`src/verilog/isd_defines.svh`:
```
`ifndef ISD_DEFINES_SVH
`define ISD_DEFINES_SVH

// Register offsets on the plain register port
`define ISD_OFF_CTRL 8'h00
`define ISD_OFF_LINK 8'h04
`define ISD_OFF_STATUS 8'h08
`define ISD_OFF_DISPLAY 8'h0C
`define ISD_OFF_PGRATE 8'h10

// Control register fields and reset values
`define ISD_CTRL_SCOPE_LSB 0
`define ISD_CTRL_HEXOUT_BIT 2
`define ISD_SCOPE_RESET 2'h0
`define ISD_HEXOUT_RESET 1'b0
`define ISD_LINK_RESET 16'h0000

// Menu scope value that opens the full menu
`define ISD_SCOPE_FULL 2'h2

// Menu numbers on the function selection menu
`define ISD_MENU_FUNC 3'h0
`define ISD_MENU_IO 3'h4

// Check item codes as shown on the list page
`define ISD_CODE_TERM 8'h00
`define ISD_CODE_LINK 8'h01
`define ISD_CODE_PG 8'h15
`define ISD_MENU_GLYPH_HI 4'h4

// Link command bits that carry a terminal; the rest are cleared
`define ISD_LINK_MASK 16'hE07F

// Pulse rate scale for the encoder readout
`define ISD_PG_DIVISOR 24'h0003E8
`define ISD_PG_MAX 24'h00FFFF

// Segment patterns, bit 0 = a ... bit 6 = g, bit 7 = dp
`define ISD_SEG_DASH 8'h40
`define ISD_SEG_UNDER 8'h08
`define ISD_SEG_BLANK 8'h00
`define ISD_GLYPH_0 8'h3F
`define ISD_GLYPH_1 8'h06
`define ISD_GLYPH_2 8'h5B
`define ISD_GLYPH_3 8'h4F
`define ISD_GLYPH_4 8'h66
`define ISD_GLYPH_5 8'h6D
`define ISD_GLYPH_6 8'h7D
`define ISD_GLYPH_7 8'h07
`define ISD_GLYPH_8 8'h7F
`define ISD_GLYPH_9 8'h6F
`define ISD_GLYPH_A 8'h77
`define ISD_GLYPH_B 8'h7C
`define ISD_GLYPH_C 8'h39
`define ISD_GLYPH_D 8'h5E
`define ISD_GLYPH_E 8'h79
`define ISD_GLYPH_F 8'h71

`endif

```
`src/verilog/isd_pkg.sv`:
```
package isd_pkg;

    // Operator menu position, Gray coded along run-menu-list-data
    typedef enum logic [1:0] {
        ST_RUN = 2'h0,
        ST_MENU = 2'h1,
        ST_LIST = 2'h3,
        ST_DATA = 2'h2
    } isd_state_t;

    // Check items on the I/O checking list
    typedef enum logic [1:0] {
        IT_TERM = 2'h0,
        IT_LINK = 2'h1,
        IT_PG = 2'h2
    } isd_item_t;

    // Control terminal states, 1 = circuit closed
    typedef struct packed {
        logic relay_contact_output;
        logic transistor_output_2;
        logic transistor_output_1;
        logic general_input_5;
        logic general_input_4;
        logic general_input_3;
        logic general_input_2;
        logic general_input_1;
        logic reverse_run_input;
        logic forward_run_input;
    } isd_term_t;

    // Operator keys, 1 = pressed
    typedef struct packed {
        logic prog;
        logic up;
        logic down;
        logic func;
    } isd_keys_t;

    // Four digits, digit4 leftmost
    typedef struct packed {
        logic [7:0] digit4;
        logic [7:0] digit3;
        logic [7:0] digit2;
        logic [7:0] digit1;
    } isd_disp_t;

endpackage

```
`src/verilog/isd_glyph.sv`:
```
`timescale 1ns/100ps
`include "isd_defines.svh"

module isd_glyph (
    input wire logic [3:0] nibble,
    output logic [7:0] segs
);
    // One hex digit to its seven-segment pattern
    always_comb begin
        unique case (nibble)
            4'h0: segs = `ISD_GLYPH_0;
            4'h1: segs = `ISD_GLYPH_1;
            4'h2: segs = `ISD_GLYPH_2;
            4'h3: segs = `ISD_GLYPH_3;
            4'h4: segs = `ISD_GLYPH_4;
            4'h5: segs = `ISD_GLYPH_5;
            4'h6: segs = `ISD_GLYPH_6;
            4'h7: segs = `ISD_GLYPH_7;
            4'h8: segs = `ISD_GLYPH_8;
            4'h9: segs = `ISD_GLYPH_9;
            4'hA: segs = `ISD_GLYPH_A;
            4'hB: segs = `ISD_GLYPH_B;
            4'hC: segs = `ISD_GLYPH_C;
            4'hD: segs = `ISD_GLYPH_D;
            4'hE: segs = `ISD_GLYPH_E;
            4'hF: segs = `ISD_GLYPH_F;
        endcase
    end

endmodule

```
`src/verilog/isd_display.sv`:
```
// Operation
// - Each four-bit group of a word shows as one hex glyph 0 to F.
// - Segment mode: rightmost digit a..g follow forward, reverse, five general inputs.
// - Segment mode: third digit a and b follow the two transistor outputs.
// - Segment mode: leftmost digit a follows the relay contact.
// - Segment mode, all inputs off: segment g lights on all four digits.
// - Up or down key toggles segment and hex display on both terminal items.
// - Link item shows the commanded word in place of the physical inputs; the outputs stay physical.
// - I/O checking menu reachable only when menu scope holds 2.
// - Encoder A/B item shows pulse rate divided by 1000.
// - Start in running mode; program key opens the function selection menu.
// - Hex inputs: forward bit 0, reverse bit 1, general inputs bits 2 to 6.
// - Hex outputs: transistor outputs bits 0 and 1, relay bit 8.
`timescale 1ns/100ps
`include "isd_defines.svh"

module isd_display (
    input wire logic clk,
    input wire logic rst_n,
    input wire isd_pkg::isd_term_t term_pins,
    input wire isd_pkg::isd_keys_t key_pins,
    input wire logic [23:0] pulse_generator_feedback_rate,
    input wire logic [7:0] reg_addr,
    input wire logic [31:0] reg_wdata,
    input wire logic reg_wr,
    input wire logic reg_rd,
    output logic [31:0] reg_rdata,
    output isd_pkg::isd_disp_t led
);
    import isd_pkg::*;

    // Pin synchronisers; key history reads only the second stage
    logic [13:0] pin_meta_ff, nxt_pin_meta;
    logic [13:0] pin_sync_ff, nxt_pin_sync;
    logic [3:0] key_prev_ff, nxt_key_prev;
    isd_term_t term_s;
    isd_keys_t keys_s;
    isd_keys_t key_hit;

    always_comb begin
        nxt_pin_meta = {key_pins, term_pins};
        nxt_pin_sync = pin_meta_ff;
        nxt_key_prev = pin_sync_ff[13:10];
    end
    always_ff @(posedge clk or negedge rst_n) begin
        if (!rst_n) begin
            pin_meta_ff <= 14'h0000;
            pin_sync_ff <= 14'h0000;
            key_prev_ff <= 4'h0;
        end else begin
            pin_meta_ff <= nxt_pin_meta;
            pin_sync_ff <= nxt_pin_sync;
            key_prev_ff <= nxt_key_prev;
        end
    end

    // Press pulses on the rising edge of each synchronised key
    assign term_s = isd_term_t'(pin_sync_ff[9:0]);
    assign keys_s = isd_keys_t'(pin_sync_ff[13:10]);
    assign key_hit = isd_keys_t'(pin_sync_ff[13:10] & ~key_prev_ff);

    // Software registers: scope, hex page select, link command word
    logic [1:0] scope_ff, nxt_scope;
    logic hex_out_ff, nxt_hex_out;
    logic [15:0] link_cmd_ff, nxt_link_cmd;
    logic scope_full;

    always_comb begin
        nxt_scope = scope_ff;
        nxt_hex_out = hex_out_ff;
        nxt_link_cmd = link_cmd_ff;
        if (reg_wr && reg_addr == `ISD_OFF_CTRL) begin
            nxt_scope = reg_wdata[`ISD_CTRL_SCOPE_LSB +: 2];
            nxt_hex_out = reg_wdata[`ISD_CTRL_HEXOUT_BIT];
        end
        if (reg_wr && reg_addr == `ISD_OFF_LINK) begin
            nxt_link_cmd = reg_wdata[15:0] & `ISD_LINK_MASK; // Unused bits stay zero
        end
    end
    always_ff @(posedge clk or negedge rst_n) begin
        if (!rst_n) begin
            scope_ff <= `ISD_SCOPE_RESET;
            hex_out_ff <= `ISD_HEXOUT_RESET;
            link_cmd_ff <= `ISD_LINK_RESET;
        end else begin
            scope_ff <= nxt_scope;
            hex_out_ff <= nxt_hex_out;
            link_cmd_ff <= nxt_link_cmd;
        end
    end
    assign scope_full = (scope_ff == `ISD_SCOPE_FULL);

    // Operator menu walk; program key opens the menu, then backs out; function key enters, and leaves the data page
    isd_state_t state_ff, nxt_state;
    logic [2:0] menu_idx_ff, nxt_menu_idx;
    isd_item_t item_ff, nxt_item;
    logic hex_mode_ff, nxt_hex_mode;

    always_comb begin
        nxt_state = state_ff;
        nxt_menu_idx = menu_idx_ff;
        nxt_item = item_ff;
        nxt_hex_mode = hex_mode_ff;
        unique case (state_ff)
            ST_RUN: begin
                if (key_hit.prog) begin
                    nxt_state = ST_MENU;
                end
            end
            ST_MENU: begin
                if (key_hit.prog) begin
                    nxt_state = ST_RUN;
                end else if (!scope_full) begin
                    nxt_menu_idx = `ISD_MENU_FUNC;
                end else if (key_hit.func && menu_idx_ff == `ISD_MENU_IO) begin
                    nxt_state = ST_LIST;
                end else if (key_hit.up) begin
                    nxt_menu_idx = menu_idx_ff + 3'h1;
                end else if (key_hit.down) begin
                    nxt_menu_idx = menu_idx_ff - 3'h1;
                end
            end
            ST_LIST: begin
                if (key_hit.prog || !scope_full) begin
                    nxt_state = ST_MENU;
                end else if (key_hit.func) begin
                    nxt_state = ST_DATA;
                end else if (key_hit.up || key_hit.down) begin
                    nxt_item = key_hit.up // Wraps at both ends of the item list
                        ? ((item_ff == IT_PG) ? IT_TERM : isd_item_t'(item_ff + 2'h1))
                        : ((item_ff == IT_TERM) ? IT_PG : isd_item_t'(item_ff - 2'h1));
                end
            end
            ST_DATA: begin
                if (key_hit.prog || key_hit.func || !scope_full) begin
                    nxt_state = ST_LIST;
                end else if ((key_hit.up || key_hit.down) && item_ff != IT_PG) begin
                    nxt_hex_mode = !hex_mode_ff;
                end
            end
        endcase
    end

    // Power-up lands in running mode with segment display chosen
    always_ff @(posedge clk or negedge rst_n) begin
        if (!rst_n) begin
            state_ff <= ST_RUN;
            menu_idx_ff <= `ISD_MENU_FUNC;
            item_ff <= IT_TERM;
            hex_mode_ff <= 1'b0;
        end else begin
            state_ff <= nxt_state;
            menu_idx_ff <= nxt_menu_idx;
            item_ff <= nxt_item;
            hex_mode_ff <= nxt_hex_mode;
        end
    end

    // Input and output status words in hex bit layout
    logic [15:0] phys_in_word;
    logic [15:0] in_word;
    logic [15:0] out_word;
    logic [15:0] hex_word;
    logic [23:0] pg_quot;
    logic [15:0] pg_word;
    logic [15:0] glyph_word;
    logic [31:0] glyph_segs;

    assign phys_in_word = {9'h000, term_s.general_input_5, term_s.general_input_4,
        term_s.general_input_3, term_s.general_input_2, term_s.general_input_1,
        term_s.reverse_run_input, term_s.forward_run_input};
    assign in_word = (item_ff == IT_LINK) ? link_cmd_ff : phys_in_word;
    assign out_word = {7'h00, term_s.relay_contact_output, 6'h00,
        term_s.transistor_output_2, term_s.transistor_output_1};
    assign hex_word = hex_out_ff ? out_word : in_word;

    // Constant divide; saturates rather than wrap past four digits
    assign pg_quot = pulse_generator_feedback_rate / `ISD_PG_DIVISOR;
    assign pg_word = (pg_quot > `ISD_PG_MAX) ? 16'hFFFF : pg_quot[15:0];

    // Word handed to the glyph decoders in each menu state
    always_comb begin
        glyph_word = hex_word;
        unique case (state_ff)
            ST_RUN: glyph_word = hex_word;
            ST_MENU: glyph_word = {13'h0000, menu_idx_ff};
            ST_LIST: glyph_word = {`ISD_MENU_GLYPH_HI, 4'h0, (item_ff == IT_LINK) ? `ISD_CODE_LINK
                : (item_ff == IT_PG) ? `ISD_CODE_PG : `ISD_CODE_TERM};
            ST_DATA: glyph_word = (item_ff == IT_PG) ? pg_word : hex_word;
        endcase
    end

    // One decoder per digit
    genvar gi;
    generate
        for (gi = 0; gi < 4; gi++) begin : g_glyph
            isd_glyph u_glyph (
                .nibble(glyph_word[4 * gi +: 4]),
                .segs(glyph_segs[8 * gi +: 8])
            );
        end
    endgenerate

    // Display register, rebuilt every cycle so no change is missed
    isd_disp_t led_ff, nxt_led;
    isd_disp_t seg_view;
    logic inputs_off;

    assign inputs_off = (in_word == 16'h0000);

    always_comb begin
        seg_view.digit1 = {1'b0, in_word[6:0]};
        seg_view.digit2 = {in_word[15:13], 5'h00};
        seg_view.digit3 = {6'h00, out_word[1:0]};
        seg_view.digit4 = {7'h00, out_word[8]};
        if (inputs_off) begin
            seg_view = isd_disp_t'(seg_view | {4{`ISD_SEG_DASH}});
        end
    end
    always_comb begin
        nxt_led = isd_disp_t'(glyph_segs);
        unique case (state_ff)
            ST_RUN: nxt_led = '{`ISD_SEG_BLANK, `ISD_SEG_BLANK, `ISD_SEG_BLANK,
                `ISD_SEG_BLANK};
            ST_MENU: nxt_led = isd_disp_t'(glyph_segs);
            ST_LIST: begin
                nxt_led = isd_disp_t'(glyph_segs);
                nxt_led.digit3 = `ISD_SEG_UNDER;
            end
            ST_DATA: nxt_led = (item_ff != IT_PG && !hex_mode_ff) ? seg_view
                : isd_disp_t'(glyph_segs);
        endcase
    end
    always_ff @(posedge clk or negedge rst_n) begin
        if (!rst_n) begin
            led_ff <= '{`ISD_SEG_BLANK, `ISD_SEG_BLANK, `ISD_SEG_BLANK, `ISD_SEG_BLANK};
        end else begin
            led_ff <= nxt_led;
        end
    end
    assign led = led_ff;

    // Read data stand only in the cycle after the strobe
    logic [31:0] rdata_ff, nxt_rdata;

    always_comb begin
        nxt_rdata = 32'h0000_0000;
        if (reg_rd) begin
            case (reg_addr)
                `ISD_OFF_CTRL: nxt_rdata = {29'h0000_0000, hex_out_ff, scope_ff};
                `ISD_OFF_LINK: nxt_rdata = {16'h0000, link_cmd_ff};
                `ISD_OFF_STATUS: nxt_rdata = {24'h00_0000, hex_mode_ff, item_ff,
                    menu_idx_ff, state_ff};
                `ISD_OFF_DISPLAY: nxt_rdata = led_ff;
                `ISD_OFF_PGRATE: nxt_rdata = {8'h00, pulse_generator_feedback_rate};
                default: nxt_rdata = 32'h0000_0000;
            endcase
        end
    end
    always_ff @(posedge clk or negedge rst_n) begin
        if (!rst_n) begin
            rdata_ff <= 32'h0000_0000;
        end else begin
            rdata_ff <= nxt_rdata;
        end
    end
    assign reg_rdata = rdata_ff;

    // Checks on the display contents and menu walk
    logic data_seg;
    logic data_hex;
    assign data_seg = (state_ff == ST_DATA) && (item_ff != IT_PG) && !hex_mode_ff;
    assign data_hex = (state_ff == ST_DATA) && (item_ff != IT_PG) && hex_mode_ff;

    hex_glyph_a:
    assert property (@(posedge clk) disable iff (!rst_n)
        (data_hex && !hex_out_ff && item_ff == IT_TERM && in_word == 16'h0005)
        |=> (led_ff == {`ISD_GLYPH_0, `ISD_GLYPH_0, `ISD_GLYPH_0, `ISD_GLYPH_5}))
        else $error("hex glyphs wrong for input word 0005");
    seg_inputs_a:
    assert property (@(posedge clk) disable iff (!rst_n)
        (data_seg && !inputs_off) |=> (led_ff.digit1 == {1'b0, $past(in_word[6:0])}))
        else $error("rightmost digit does not follow inputs");
    seg_outputs_a:
    assert property (@(posedge clk) disable iff (!rst_n)
        data_seg |=> (led_ff.digit3[1:0] == $past(out_word[1:0])))
        else $error("third digit does not follow transistor outputs");
    seg_relay_a:
    assert property (@(posedge clk) disable iff (!rst_n)
        data_seg |=> (led_ff.digit4[0] == $past(out_word[8])))
        else $error("leftmost digit does not follow relay");
    dash_row_a:
    assert property (@(posedge clk) disable iff (!rst_n)
        (data_seg && inputs_off)
        |=> (led_ff.digit1[6] && led_ff.digit2[6] && led_ff.digit3[6] && led_ff.digit4[6]))
        else $error("dash row missing with all inputs off");
    link_cmds_a:
    assert property (@(posedge clk) disable iff (!rst_n)
        (data_seg && item_ff == IT_LINK) |=> (led_ff.digit2[7:5] == $past(link_cmd_ff[15:13])))
        else $error("link commands not on second digit");
    mode_toggle_a:
    assert property (@(posedge clk) disable iff (!rst_n)
        ((state_ff == ST_DATA) && item_ff != IT_PG && key_hit.up && !key_hit.prog
        && !key_hit.func && scope_full) |=> (hex_mode_ff != $past(hex_mode_ff)))
        else $error("up key did not toggle display method");
    link_source_a:
    assert property (@(posedge clk) disable iff (!rst_n)
        (data_hex && !hex_out_ff && item_ff == IT_LINK && link_cmd_ff[3:0] == 4'h0
        && phys_in_word[3:0] == 4'hF) |=> (led_ff.digit1 == `ISD_GLYPH_0))
        else $error("link item shows physical terminals");
    scope_gate_a:
    assert property (@(posedge clk) disable iff (!rst_n)
        ((state_ff == ST_MENU) && !scope_full) |=> (state_ff != ST_LIST) [*2])
        else $error("I/O checking reached without full menu");
    pg_scale_a:
    assert property (@(posedge clk) disable iff (!rst_n)
        ((state_ff == ST_DATA) && item_ff == IT_PG && pulse_generator_feedback_rate == 24'h0007D0)
        |=> (led_ff.digit1 == `ISD_GLYPH_2 && led_ff.digit2 == `ISD_GLYPH_0))
        else $error("pulse rate not divided by 1000");
    prog_key_a:
    assert property (@(posedge clk) disable iff (!rst_n)
        ((state_ff == ST_RUN) && key_hit.prog) |=> (state_ff == ST_MENU))
        else $error("program key did not open the menu");
    hex_outputs_a:
    assert property (@(posedge clk) disable iff (!rst_n)
        (data_hex && hex_out_ff && out_word == 16'h0101)
        |=> (led_ff == {`ISD_GLYPH_0, `ISD_GLYPH_1, `ISD_GLYPH_0, `ISD_GLYPH_1}))
        else $error("output word layout wrong");

endmodule

```
`config.mk`:
```
export PLATFORM = sky130hd
export DESIGN_NAME = isd_display
export DESIGN_NICKNAME = d
export VERILOG_FILES = /design/src/verilog/isd_pkg.sv /design/src/verilog/isd_glyph.sv /design/src/verilog/isd_display.sv
export VERILOG_INCLUDE_DIRS = /design/src /design/src/verilog
export SDC_FILE = /design/constraint.sdc
export NUM_CORES = 1
export LEC_CHECK = 0
export ABC_AREA = 0
export BUFFER_PORTS_ARGS = -buffer_cell sky130_fd_sc_hd__buf_2
export CORE_MARGIN = 2
export CORE_UTILIZATION = 35
export CTS_CLUSTER_SIZE = 16
export DETAILED_ROUTE_END_ITERATION = 6
export GPL_TIMING_DRIVEN = 0
export PLACE_DENSITY_LB_ADDON = 0.05
export SYNTH_ARGS = -nofsm -noshare
export SYNTH_HDL_FRONTEND = slang
export SYNTH_SLANG_ARGS = --single-unit
```
`constraint.sdc`:
```
create_clock -name clk -period 4.3 [get_ports clk]
set_clock_uncertainty 0.1 [all_clocks]
set_input_delay 0.215 -clock clk [delete_from_list [all_inputs] [get_ports clk]]
set_output_delay 0.215 -clock clk [all_outputs]
set_load 0.05 [all_outputs]
```
* Word-level counts from Yosys, hierarchy flattened
Memories as Yosys holds them, arrays and structs flattened.
Index checks and enable logic that the tools add are counted.
** Word-level totals
- Register bits after elaboration :: 117
- Bits in read-only memories :: 448
- Input port bits :: 82
- Output and inout bits :: 64
- Memories kept :: 4
** Memory list
- (name not given) :: words 16, bits a word 7, rd ports 1, clocked after Yosys merged registers in 0, wr ports 0, line isd_glyph.sv:10 : unique case (nibble)
- (name not given) :: words 16, bits a word 7, rd ports 1, clocked after Yosys merged registers in 0, wr ports 0, line isd_glyph.sv:10
- (name not given) :: words 16, bits a word 7, rd ports 1, clocked after Yosys merged registers in 0, wr ports 0, line isd_glyph.sv:10
- (name not given) :: words 16, bits a word 7, rd ports 1, clocked after Yosys merged registers in 0, wr ports 0, line isd_glyph.sv:10
** Operators by class
- Add/subtract/negate cells :: 4
- Divide/modulo/power cells :: 1
- Order comparisons :: 1
- Equality and inequality tests :: 19
- Mux-type cells :: 27
- Bitwise gates (word level) :: 6
- Reduce and logical (&&, ||, !) cells :: 19
** Operators by type and width (count)
- $pmux W32 S5 :: 1
- $pmux W32 S4 :: 1
- $mux W16 :: 4
- $mux W32 :: 2
- $pmux W16 S4 :: 1
- $mux W31 :: 1
- $div A24 B10 Y24 const B :: 1
- $gt A24 B16 Y1 const B :: 1
- $mux W2 :: 10
- $eq A8 B4 Y1 const B :: 2
- $logic_not A16 Y1 :: 1
- $mux W3 :: 4
- $ne A3 B3 Y1 const B :: 4
- $mux W5 :: 2
- $eq A2 B2 Y1 const B :: 4
- $eq A8 B3 Y1 const B :: 1
- $eq A8 B5 Y1 const B :: 1
- $logic_not A8 Y1 :: 1
- $ne A2 B2 Y1 const B :: 4
- $pmux W2 S4 :: 1
- $reduce_and A4 Y1 :: 2
- $logic_and A1 B1 Y1 :: 5
- $reduce_and A5 Y1 :: 1
- $and A4 B4 Y4 :: 1
- other kinds (12) :: 21

* Depth between registers and ports, before layout
Gate-level depths: netlist of run 1.
An unclocked memory read counts as a cell.
- Word-level depth :: 8
- Depth in mapped cells :: 46

* Cells and area by module
A second synthesis of run 1 with hierarchy kept.
** Unflattened totals
- Cell total of the unflattened synthesis :: 1150
- Area, all modules :: 10118.5 um^2
** Modules (own cells, without submodules)
- isd_display :: instances 1, cells an instance 1010, area each 8914.8 um^2, seq. area each 2927.8 um^2
- isd_glyph (g_glyph[0].u_glyph ...) :: instances 3, cells an instance 35, area each 301.5 um^2, seq. area each 0.0 um^2
- isd_glyph (g_glyph[1].u_glyph) :: instances 1, cells an instance 35, area each 299.0 um^2, seq. area each 0.0 um^2

* Worst setup path before layout of run 1
No wires, ideal clock.
- Path kind :: input to register
- Start :: input port pulse_generator_feedback_rate[19]
- End :: register led_ff, in the netlist led[6]
- Library setup time :: 64 ps
- Arrival time :: 9340 ps
- Required time :: 4136 ps
- Path slack :: -5204 ps
- Stages on the path :: 40
- Buffers on the path :: 4
- Cell sequence :: buf_2 -> o211a_1 -> a211oi_1 -> nor4_2 -> a221oi_4 -> xnor2_1 -> a2111oi_2 -> mux2_2 -> and2_4 -> o21a_1 -> buf_4 -> o22ai_2 -> a41oi_1 -> or2_1 -> buf_4 -> a2111oi_4 -> a211o_1 -> a21oi_1 -> [4 not listed] -> xnor2_1 -> nand2_1 -> a211o_1 -> a211oi_1 -> mux2i_1 -> inv_1 -> or4_1 -> o211ai_2 -> a31oi_2 -> xnor2_2 -> a41o_1 -> and2_1 -> o31ai_2 -> a41oi_2 -> ha_1 -> mux2_2 -> a222oi_1 -> a21o_1
** RTL lines
- start, declared :: line isd_display.sv:22 : input wire logic [23:0] pulse_generator_feedback_rate,
- end signal, assigned :: line isd_display.sv:236 : led_ff <= '{`ISD_SEG_BLANK, `ISD_SEG_BLANK, `ISD_SEG_BLANK, `ISD_SEG_BLANK};
- end signal, assigned :: line isd_display.sv:238 : led_ff <= nxt_led;
- end, declared :: line isd_display.sv:205 : isd_disp_t led_ff, nxt_led;

==> Flow_metrics.wiki, run 1 <==
{| class="wikitable"
! Metric !! Value
|-
| Floorplan row count || 60
|-
| FFs w/ async S/R, synth || 100%
|-
| Final net count || 1508
|-
| Cell type contributing the most total cell area after synthesis || dfrtp_1
|-
| Sequential cell area fraction in the yosys report || 29.6%
|-
| H-tree lvl count || 4
|-
| Weighted congestion at the end of routability-driven global placement || 0.898
|-
| Max_cap viols || 0
|-
| Number of iterations in the first detailed-routing pass || 5
|-
| Largest net degree at the start of global routing || 61
|-
| Post-detailed-route via-to-cell ratio || 5.76
|-
| Crit. End Element || flop
|-
| Top_reg_cell synth || dfrtp_1
|-
| Final setup slack of the worst path || -5.42 ns
|-
| Commonest non-fill, non-tap cell in the layout || buf_4
|-
| Clock transition at the registers of the reported paths || 0.07 ns
|-
| Endpoints failing setup || 21
|-
| Total Power || 10.5 mW
|-
| I/O pins || 146
|-
| Cell class contributing the biggest share of worst-path delay || compound AO/OA/AOI/OAI gates
|-
| Starting DRT DRC Count || 747
|-
| Library cells used by synthesis || 120
|-
| Post-DRT Antenna Nets || 0
|-
| Clock latency at the later pin of the worst-skew pair || 0.43 ns
|-
| CORE AREA || 0.0269 sq mm
|-
| Antenna diodes || 0
|-
| Most common cell type on the critical path || buf_4
|-
| Placed wire-length estimate after detailed placement || 24.5 mm
|-
| Total wire length after detailed routing || 34.2 mm
|-
| Total leakage power || 5.86 nW
|-
| Worst stage delay on the critical path || 0.56 ns
|-
| RSZ-0062 raised after global routing || yes
|-
| Via count || 10092
|-
| Synth warn || 0
|-
| Relative slew slack || 10.2%
|-
| Starting density of the core || 35.5%
|-
| Startpoint of the lowest-slack hold path || pulse_generator_feedback_rate[4]
|-
| Mean instance size in the synthesized netlist || 8.68 sq um
|-
| Number of enable flip-flop cells after synthesis || 0
|-
| TritonCTS clock tree || built
|-
| Outcome || finished, violations left
|-
| Worst flop-to-flop path startpoint || item_ff[0]
|-
| Antenna violations before repair || 0
|-
| Filler-free cell count of the finished design || 1752
|-
| Remaining routing DRC violations || 0
|-
| Inst Count DP || 1556
|-
| Overall die area || 0.0286 sq mm
|-
| Data arrival time of the worst path || 9.99 ns
|-
| Highest-count cells in the layout ignoring fill and taps || buf_4, dfrtp_1, buf_2, nand2_1, nor2_1
|-
| Flip-flop and latch count after synthesis || 113
|-
| Deepest clock path buffer count || 2
|-
| Average routed wire per standard cell || 19.5 microns
|-
| Cells after Synth || 1100
|-
| Violations in the final reports || setup timing
|-
| Worst hold path type || primary input to flop
|-
| Critical path peak fanout || 8
|-
| Proportion of netlist area held by the largest area contributor || 29.6%
|-
| Buf+Inv Stages, Crit Path || 11
|-
| Count of input and output buffers || 111
|-
| GRT Total Usage || 23.4%
|-
| Category of the worst setup path launch point || primary input
|-
| Final hold slack || 0.0229 ns
|-
| Cells taking the most area after synthesis || dfrtp_1, nand2_1, nor2_1, ha_1, o21ai_0
|-
| Slowest-stage cell, CP || or4_4
|-
| Final critical delay including setup and external delays || 9.72 ns
|-
| Highest Clock Rate || 0.103 GHz
|-
| First-pass GRT wire length || 53.1 mm
|-
| Data required time at the worst endpoint || 4.56 ns
|-
| CTS Buf Count || 17
|-
| Sink count of the clock tree || 113
|-
| Cell area after synthesis || 0.00954 sq mm
|-
| Die width || 169 microns
|-
| Clock root buffer || clkbuf_16
|-
| Pin slew with the least headroom to its limit || 1.34 ns
|-
| Max rail drop VDD || 0.813 mV
|-
| Pwr per Cell Area || 745 mW/mm^2
|-
| Synth-to-Final Area Change || 48.1%
|-
| Fraction of final layout cells sized beyond drive strength 1 || 41.2%
|-
| Remaining Overflow, GRT || 0
|-
| Worst Path Class, Setup || primary input to flop
|-
| Post-route fraction of the period consumed by the critical path || 226%
|-
| Vert. Die Dim || 169 microns
|-
| Final-report hold violation count || 0
|-
| Start point of the critical path || pulse_generator_feedback_rate[17]
|-
| Number of global-route vias before repair || 9514
|-
| Setup WS pre-CTS || -6.63 ns
|-
| Final Slew Violations || 0
|}
==> metrics by stage <==
stage	TNS (ns)	area (sq um)	utilization, %
finish	-62.33	14100	52.6
global placement	-85.72	11000	40.8
CTS	-60.35	13300	49.7
detailed placement	-84.46	11000	40.9
global route	-70.45	14100	52.6
floorplan	-53.54	9990	-
==> worst register-to-register path, stage by stage (launching register included) <==
cell	delay [ns]
dfrtp_1	0.40
inv_1	0.17
ha_1	0.32
clkbuf_1	0.45
and2_1	0.20
clkbuf_1	0.53
o21ai_0	0.47
inv_1	0.27
ha_2	0.22
nand2_1	0.05
a32oi_1	0.19
o22a_1	0.16
o22ai_2	0.09
==> state kept, by name, indices dropped and copies added (netlist names) <==
register and count:
reg_rdata 31, led 29, nxt_pin_sync 14, pin_sync_ff 14, link_cmd_ff 10, key_prev_ff 4, menu_idx_ff 3, item_ff 2
scope_ff 2, state_ff 2, hex_mode_ff 1, hex_out_ff 1
==> power breakdown <==
group / internal, mW / switching, mW
combinational: 3.47 / 4.41
sequential: 1.16 / 0.0702
clock: 0.822 / 0.614
==> layer usage <==
layer  GRT usage, %  routed length (microns)
met1           32.5                    15500
met3           2.59                     1570
met2           39.7                    16500
met5              0                        0
met4           4.61                      641
==> Yosys cell counts (all sizes together) (11+ instances only) <==
cell type / n
buf: 27
and2: 19
dfrtp: 113
or2: 14
nor3: 27
nand2: 115
clkbuf: 36
a22o: 18
xnor2: 24
o2111ai: 15
a31oi: 11
inv: 37
mux2i: 18
mux2: 21
nand3: 37
o211ai: 25
o21ai: 71
a22oi: 18
nand4: 11
and3: 26
ha: 27
nor2: 96
o22ai: 14
o21a: 12
a211oi: 25
a21oi: 51
==> cell families (layout without fill, tap and decap cells) <==
| logic type | after synthesis | after routing | synth area share, % |
|---|---|---|---|
| AND/OR/NAND/NOR | 407 | 407 | 22.1 |
| other | 1 | 4 | 0.0393 |
| buffers and inverters | 101 | 409 | 4.60 |
| adder cells (fa/ha/maj) | 32 | 32 | 4.18 |
| flip-flops | 113 | 113 | 29.6 |
| XOR/XNOR | 32 | 32 | 3.37 |
| AO/OA/AOI/OAI | 369 | 369 | 30.1 |
| multiplexers | 45 | 45 | 5.95 |
==> final timing paths <==
path / to / slack (ns) / depth (start not counted)
max: led[6] / -5.42 / 48
min in group asynchronous: nxt_pin_sync[12] / 0.20 / 2
min: reg_rdata[4] / 0.02 / 3
max in group asynchronous: reg_rdata[13] / 3.18 / 3
max reg2reg: led[19] / 0.55 / 12
min reg2reg: pin_sync_ff[5] / 0.25 / 0
==> cell type report <==
type | count | area, sq um
fill | 2494 | 12700
multi-input combinational | 889 | 7710
sequential | 113 | 2830
timing repair buffer | 279 | 2060
tap | 341 | 427
clock buffer | 17 | 425
buffer | 60 | 378
clock inverter | 15 | 161
inverter | 38 | 153
==> what timing repair did <==
action	in CTS	in global routing
hold buffers	28	0
setup endpoints to repair	21	21
cloned	0	1
setup buffers	101	44
gates resized for setup	148	113
pin swaps	92	89
hold endpoints to repair	83	0
No activity file was read; power rests on OpenSTA's default activity.
==> inputs of run 2 (changes only) <==
Settings changed: MAX_ROUTING_LAYER set to met4.
==> run 2 against run 1 <==
The run still ends with setup timing left. Global-route usage is 0.69 points higher. Clock-buffer cell count stayed put. Clock power hardly changed. Die area stayed put. Maximum frequency is 0.20% lower. Power is 0.53% higher. Combinational power is 0.6% higher. Core utilization hardly changed.
==> Flow_metrics.wiki, run 2 (synthesis gave the netlist of run 1 again) <==
{| class="wikitable"
! Metric !! Value
|-
| Outcome || finished, violations left
|-
| Violations in the final reports || setup timing
|-
| Antenna diodes || 0 (unchanged)
|-
| CTS Buf Count || 17 (unchanged)
|-
| Worst hold path type || primary input to flop
|-
| Data required time at the worst endpoint || 4.56 ns (about the same)
|-
| Die width || 169 microns (unchanged)
|-
| Weighted congestion at the end of routability-driven global placement || 0.913 (+1.7%)
|-
| Final net count || 1516 (+0.53%)
|-
| Highest Clock Rate || 0.103 GHz (-0.20%)
|-
| Flip-flop count of the largest register, all copies and words added || 31 (unchanged)
|-
| Synth-to-Final Area Change || 48.0% (about the same)
|-
| Total Power || 10.6 mW (+0.53%)
|-
| Clock latency at the later pin of the worst-skew pair || 0.43 ns (about the same)
|-
| Average routed wire per standard cell || 19.7 microns (+0.65%)
|-
| Max rail drop VDD || 0.806 mV (-0.84%)
|-
| Critical path peak fanout || 8 (unchanged)
|-
| Placed wire-length estimate after detailed placement || 24.5 mm (unchanged)
|-
| TritonCTS clock tree || built
|-
| H-tree lvl count || 4 (unchanged)
|-
| Deepest clock path buffer count || 2 (unchanged)
|-
| Clock root buffer || clkbuf_16
|-
| Slowest-stage cell, CP || or4_4
|-
| Total wire length after detailed routing || 34.6 mm (+1.1%)
|-
| Sink count of the clock tree || 113 (unchanged)
|-
| Final hold slack || 0.0195 ns (-0.00338 ns)
|-
| Data arrival time of the worst path || 10.01 ns (+0.02 ns)
|-
| Overall die area || 0.0286 sq mm (unchanged)
|-
| Via count || 10148 (+0.55%)
|-
| Remaining Overflow, GRT || 0 (unchanged)
|-
| Endpoints failing setup || 21 (unchanged)
|-
| Count of input and output buffers || 111 (unchanged)
|-
| Post-detailed-route via-to-cell ratio || 5.77 (about the same)
|-
| Clock transition at the registers of the reported paths || 0.07 ns (about the same)
|-
| Crit. End Element || flop
|-
| Final Slew Violations || 0 (unchanged)
|-
| Max_cap viols || 0 (unchanged)
|-
| Worst stage delay on the critical path || 0.50 ns (-0.06 ns)
|-
| First-pass GRT wire length || 53.1 mm (unchanged)
|-
| Multi-input combinational cell area || 0.00766 sq mm (-0.57%)
|-
| RSZ-0062 raised after global routing || yes
|-
| Relative slew slack || 8.95% (-1.3 points)
|-
| Highest-count cells in the layout ignoring fill and taps || buf_4, dfrtp_1, buf_2, nand2_1, nor2_1
|-
| Antenna violations before repair || 0 (unchanged)
|-
| Final setup slack of the worst path || -5.44 ns (-0.0195 ns)
|-
| Final-report hold violation count || 0 (unchanged)
|-
| I/O pins || 146 (unchanged)
|-
| Vert. Die Dim || 169 microns (unchanged)
|-
| Final critical delay including setup and external delays || 9.74 ns (+0.0195 ns)
|-
| Post-route fraction of the period consumed by the critical path || 227% (+0.45 points)
|-
| Pin slew with the least headroom to its limit || 1.36 ns (+0.0187 ns)
|-
| Floorplan row count || 60 (unchanged)
|-
| Worst Path Class, Setup || primary input to flop
|-
| CORE AREA || 0.0269 sq mm (unchanged)
|-
| Commonest non-fill, non-tap cell in the layout || buf_4
|-
| Largest net degree at the start of global routing || 61 (unchanged)
|-
| Post-DRT Antenna Nets || 0 (unchanged)
|-
| Starting density of the core || 35.5% (unchanged)
|-
| Cell class contributing the biggest share of worst-path delay || compound AO/OA/AOI/OAI gates
|-
| Remaining routing DRC violations || 0 (unchanged)
|-
| Inst Count DP || 1556 (unchanged)
|-
| Pwr per Cell Area || 750 mW/mm^2 (+0.60%)
|-
| Category of the worst setup path launch point || primary input
|-
| Number of iterations in the first detailed-routing pass || 7 (+2)
|-
| Number of global-route vias before repair || 9508 (-0.063%)
|-
| Most common cell type on the critical path || buf_4
|-
| GRT Total Usage || 24.1% (+0.69 points)
|-
| Filler-free cell count of the finished design || 1760 (+0.46%)
|-
| Utilization of the core after routing || 52.6% (about the same)
|-
| Number of filler instances in the final layout || 2498 (+0.16%)
|-
| Buf+Inv Stages, Crit Path || 14 (+3)
|-
| Fraction of final layout cells sized beyond drive strength 1 || 40.6% (-0.58 points)
|-
| Starting DRT DRC Count || 817 (+9.4%)
|-
| Total leakage power || 5.88 nW (+0.33%)
|-
| FF+latch area || 0.00283 sq mm (unchanged)
|}
==> run 2: cell count changes in the layout (fill, tap and decap cells not counted), sizes merged <==
| cell | previous run | this run |
|---|---|---|
| clkbuf | 53 | 51 |
| buf | 275 | 285 |
==> run 2: area by class of cell <==
class / count / share of cell area (%)
sequential: 113 / 20.0
buffer: 60 / 2.71
clock buffer: 17 / 3.01
clock inverter: 15 / 1.14
timing repair buffer: 287 / 14.8
inverter: 38 / 1.06
tap: 341 / 3.02
multi-input combinational: 889 / 54.2
==> run 2: path summary, 6_finish.rpt <==
| check | endpoint | cells past startpoint | from | slack [ns] |
|---|---|---|---|---|
| setup reg to reg | led[14] | 13 | item_ff[1] | 0.59 |
| hold / removal | reg_rdata[4] | 3 | pulse_generator_feedback_rate[4] | 0.02 |
| hold reg to reg | pin_sync_ff[5] | 0 | nxt_pin_sync[5] | 0.25 |
| setup / recovery | led[6] | 51 | pulse_generator_feedback_rate[17] | -5.44 |
| min in group asynchronous | nxt_pin_sync[12] | 2 | rst_n | 0.20 |
| max in group asynchronous | reg_rdata[13] | 3 | rst_n | 3.19 |
==> run 2: worst min-delay path, stage by stage <==
cell and delay [ns]:
buf_2 0.13, nand2_1 0.06, a21oi_1 0.09
==> run 2: timing repair <==
| action | 4_1_cts | 5_1_grt |
|---|---|---|
| hold endpoints to repair | 83 | 0 |
| pin swaps | 92 | 75 |
| resized for setup | 148 | 96 |
| setup buffers | 101 | 50 |
| setup endpoints to repair | 21 | 21 |
| hold buffers | 28 | 0 |
==> run 2: through the flow <==
stage | setup TNS, ns | setup WS (ns) | cell area, sq um
2_1_floorplan | -53.54 | -4.85 | 9990
3_3_place_gp | -85.72 | -6.73 | 11000
3_5_place_dp | -84.46 | -6.63 | 11000
4_1_cts | -60.35 | -5.23 | 13300
5_1_grt | -70.96 | -5.92 | 14100
6_report | -62.77 | -5.44 | 14100
==> run 2: layer usage <==
metal	part of all wire, %	GRT usage, %	vias up
met5	0	-	-
met4	1.7	4.61	0
met3	3.8	2.36	48
met2	48	39.7	304
met1	46	32.7	4990
li1	-	-	4806
==> run 2: power by group <==
group,internal [mW],total (mW),switching [mW]
combinational,3.52,7.93,4.41
clock,0.822,1.44,0.619
sequential,1.16,1.23,0.0713
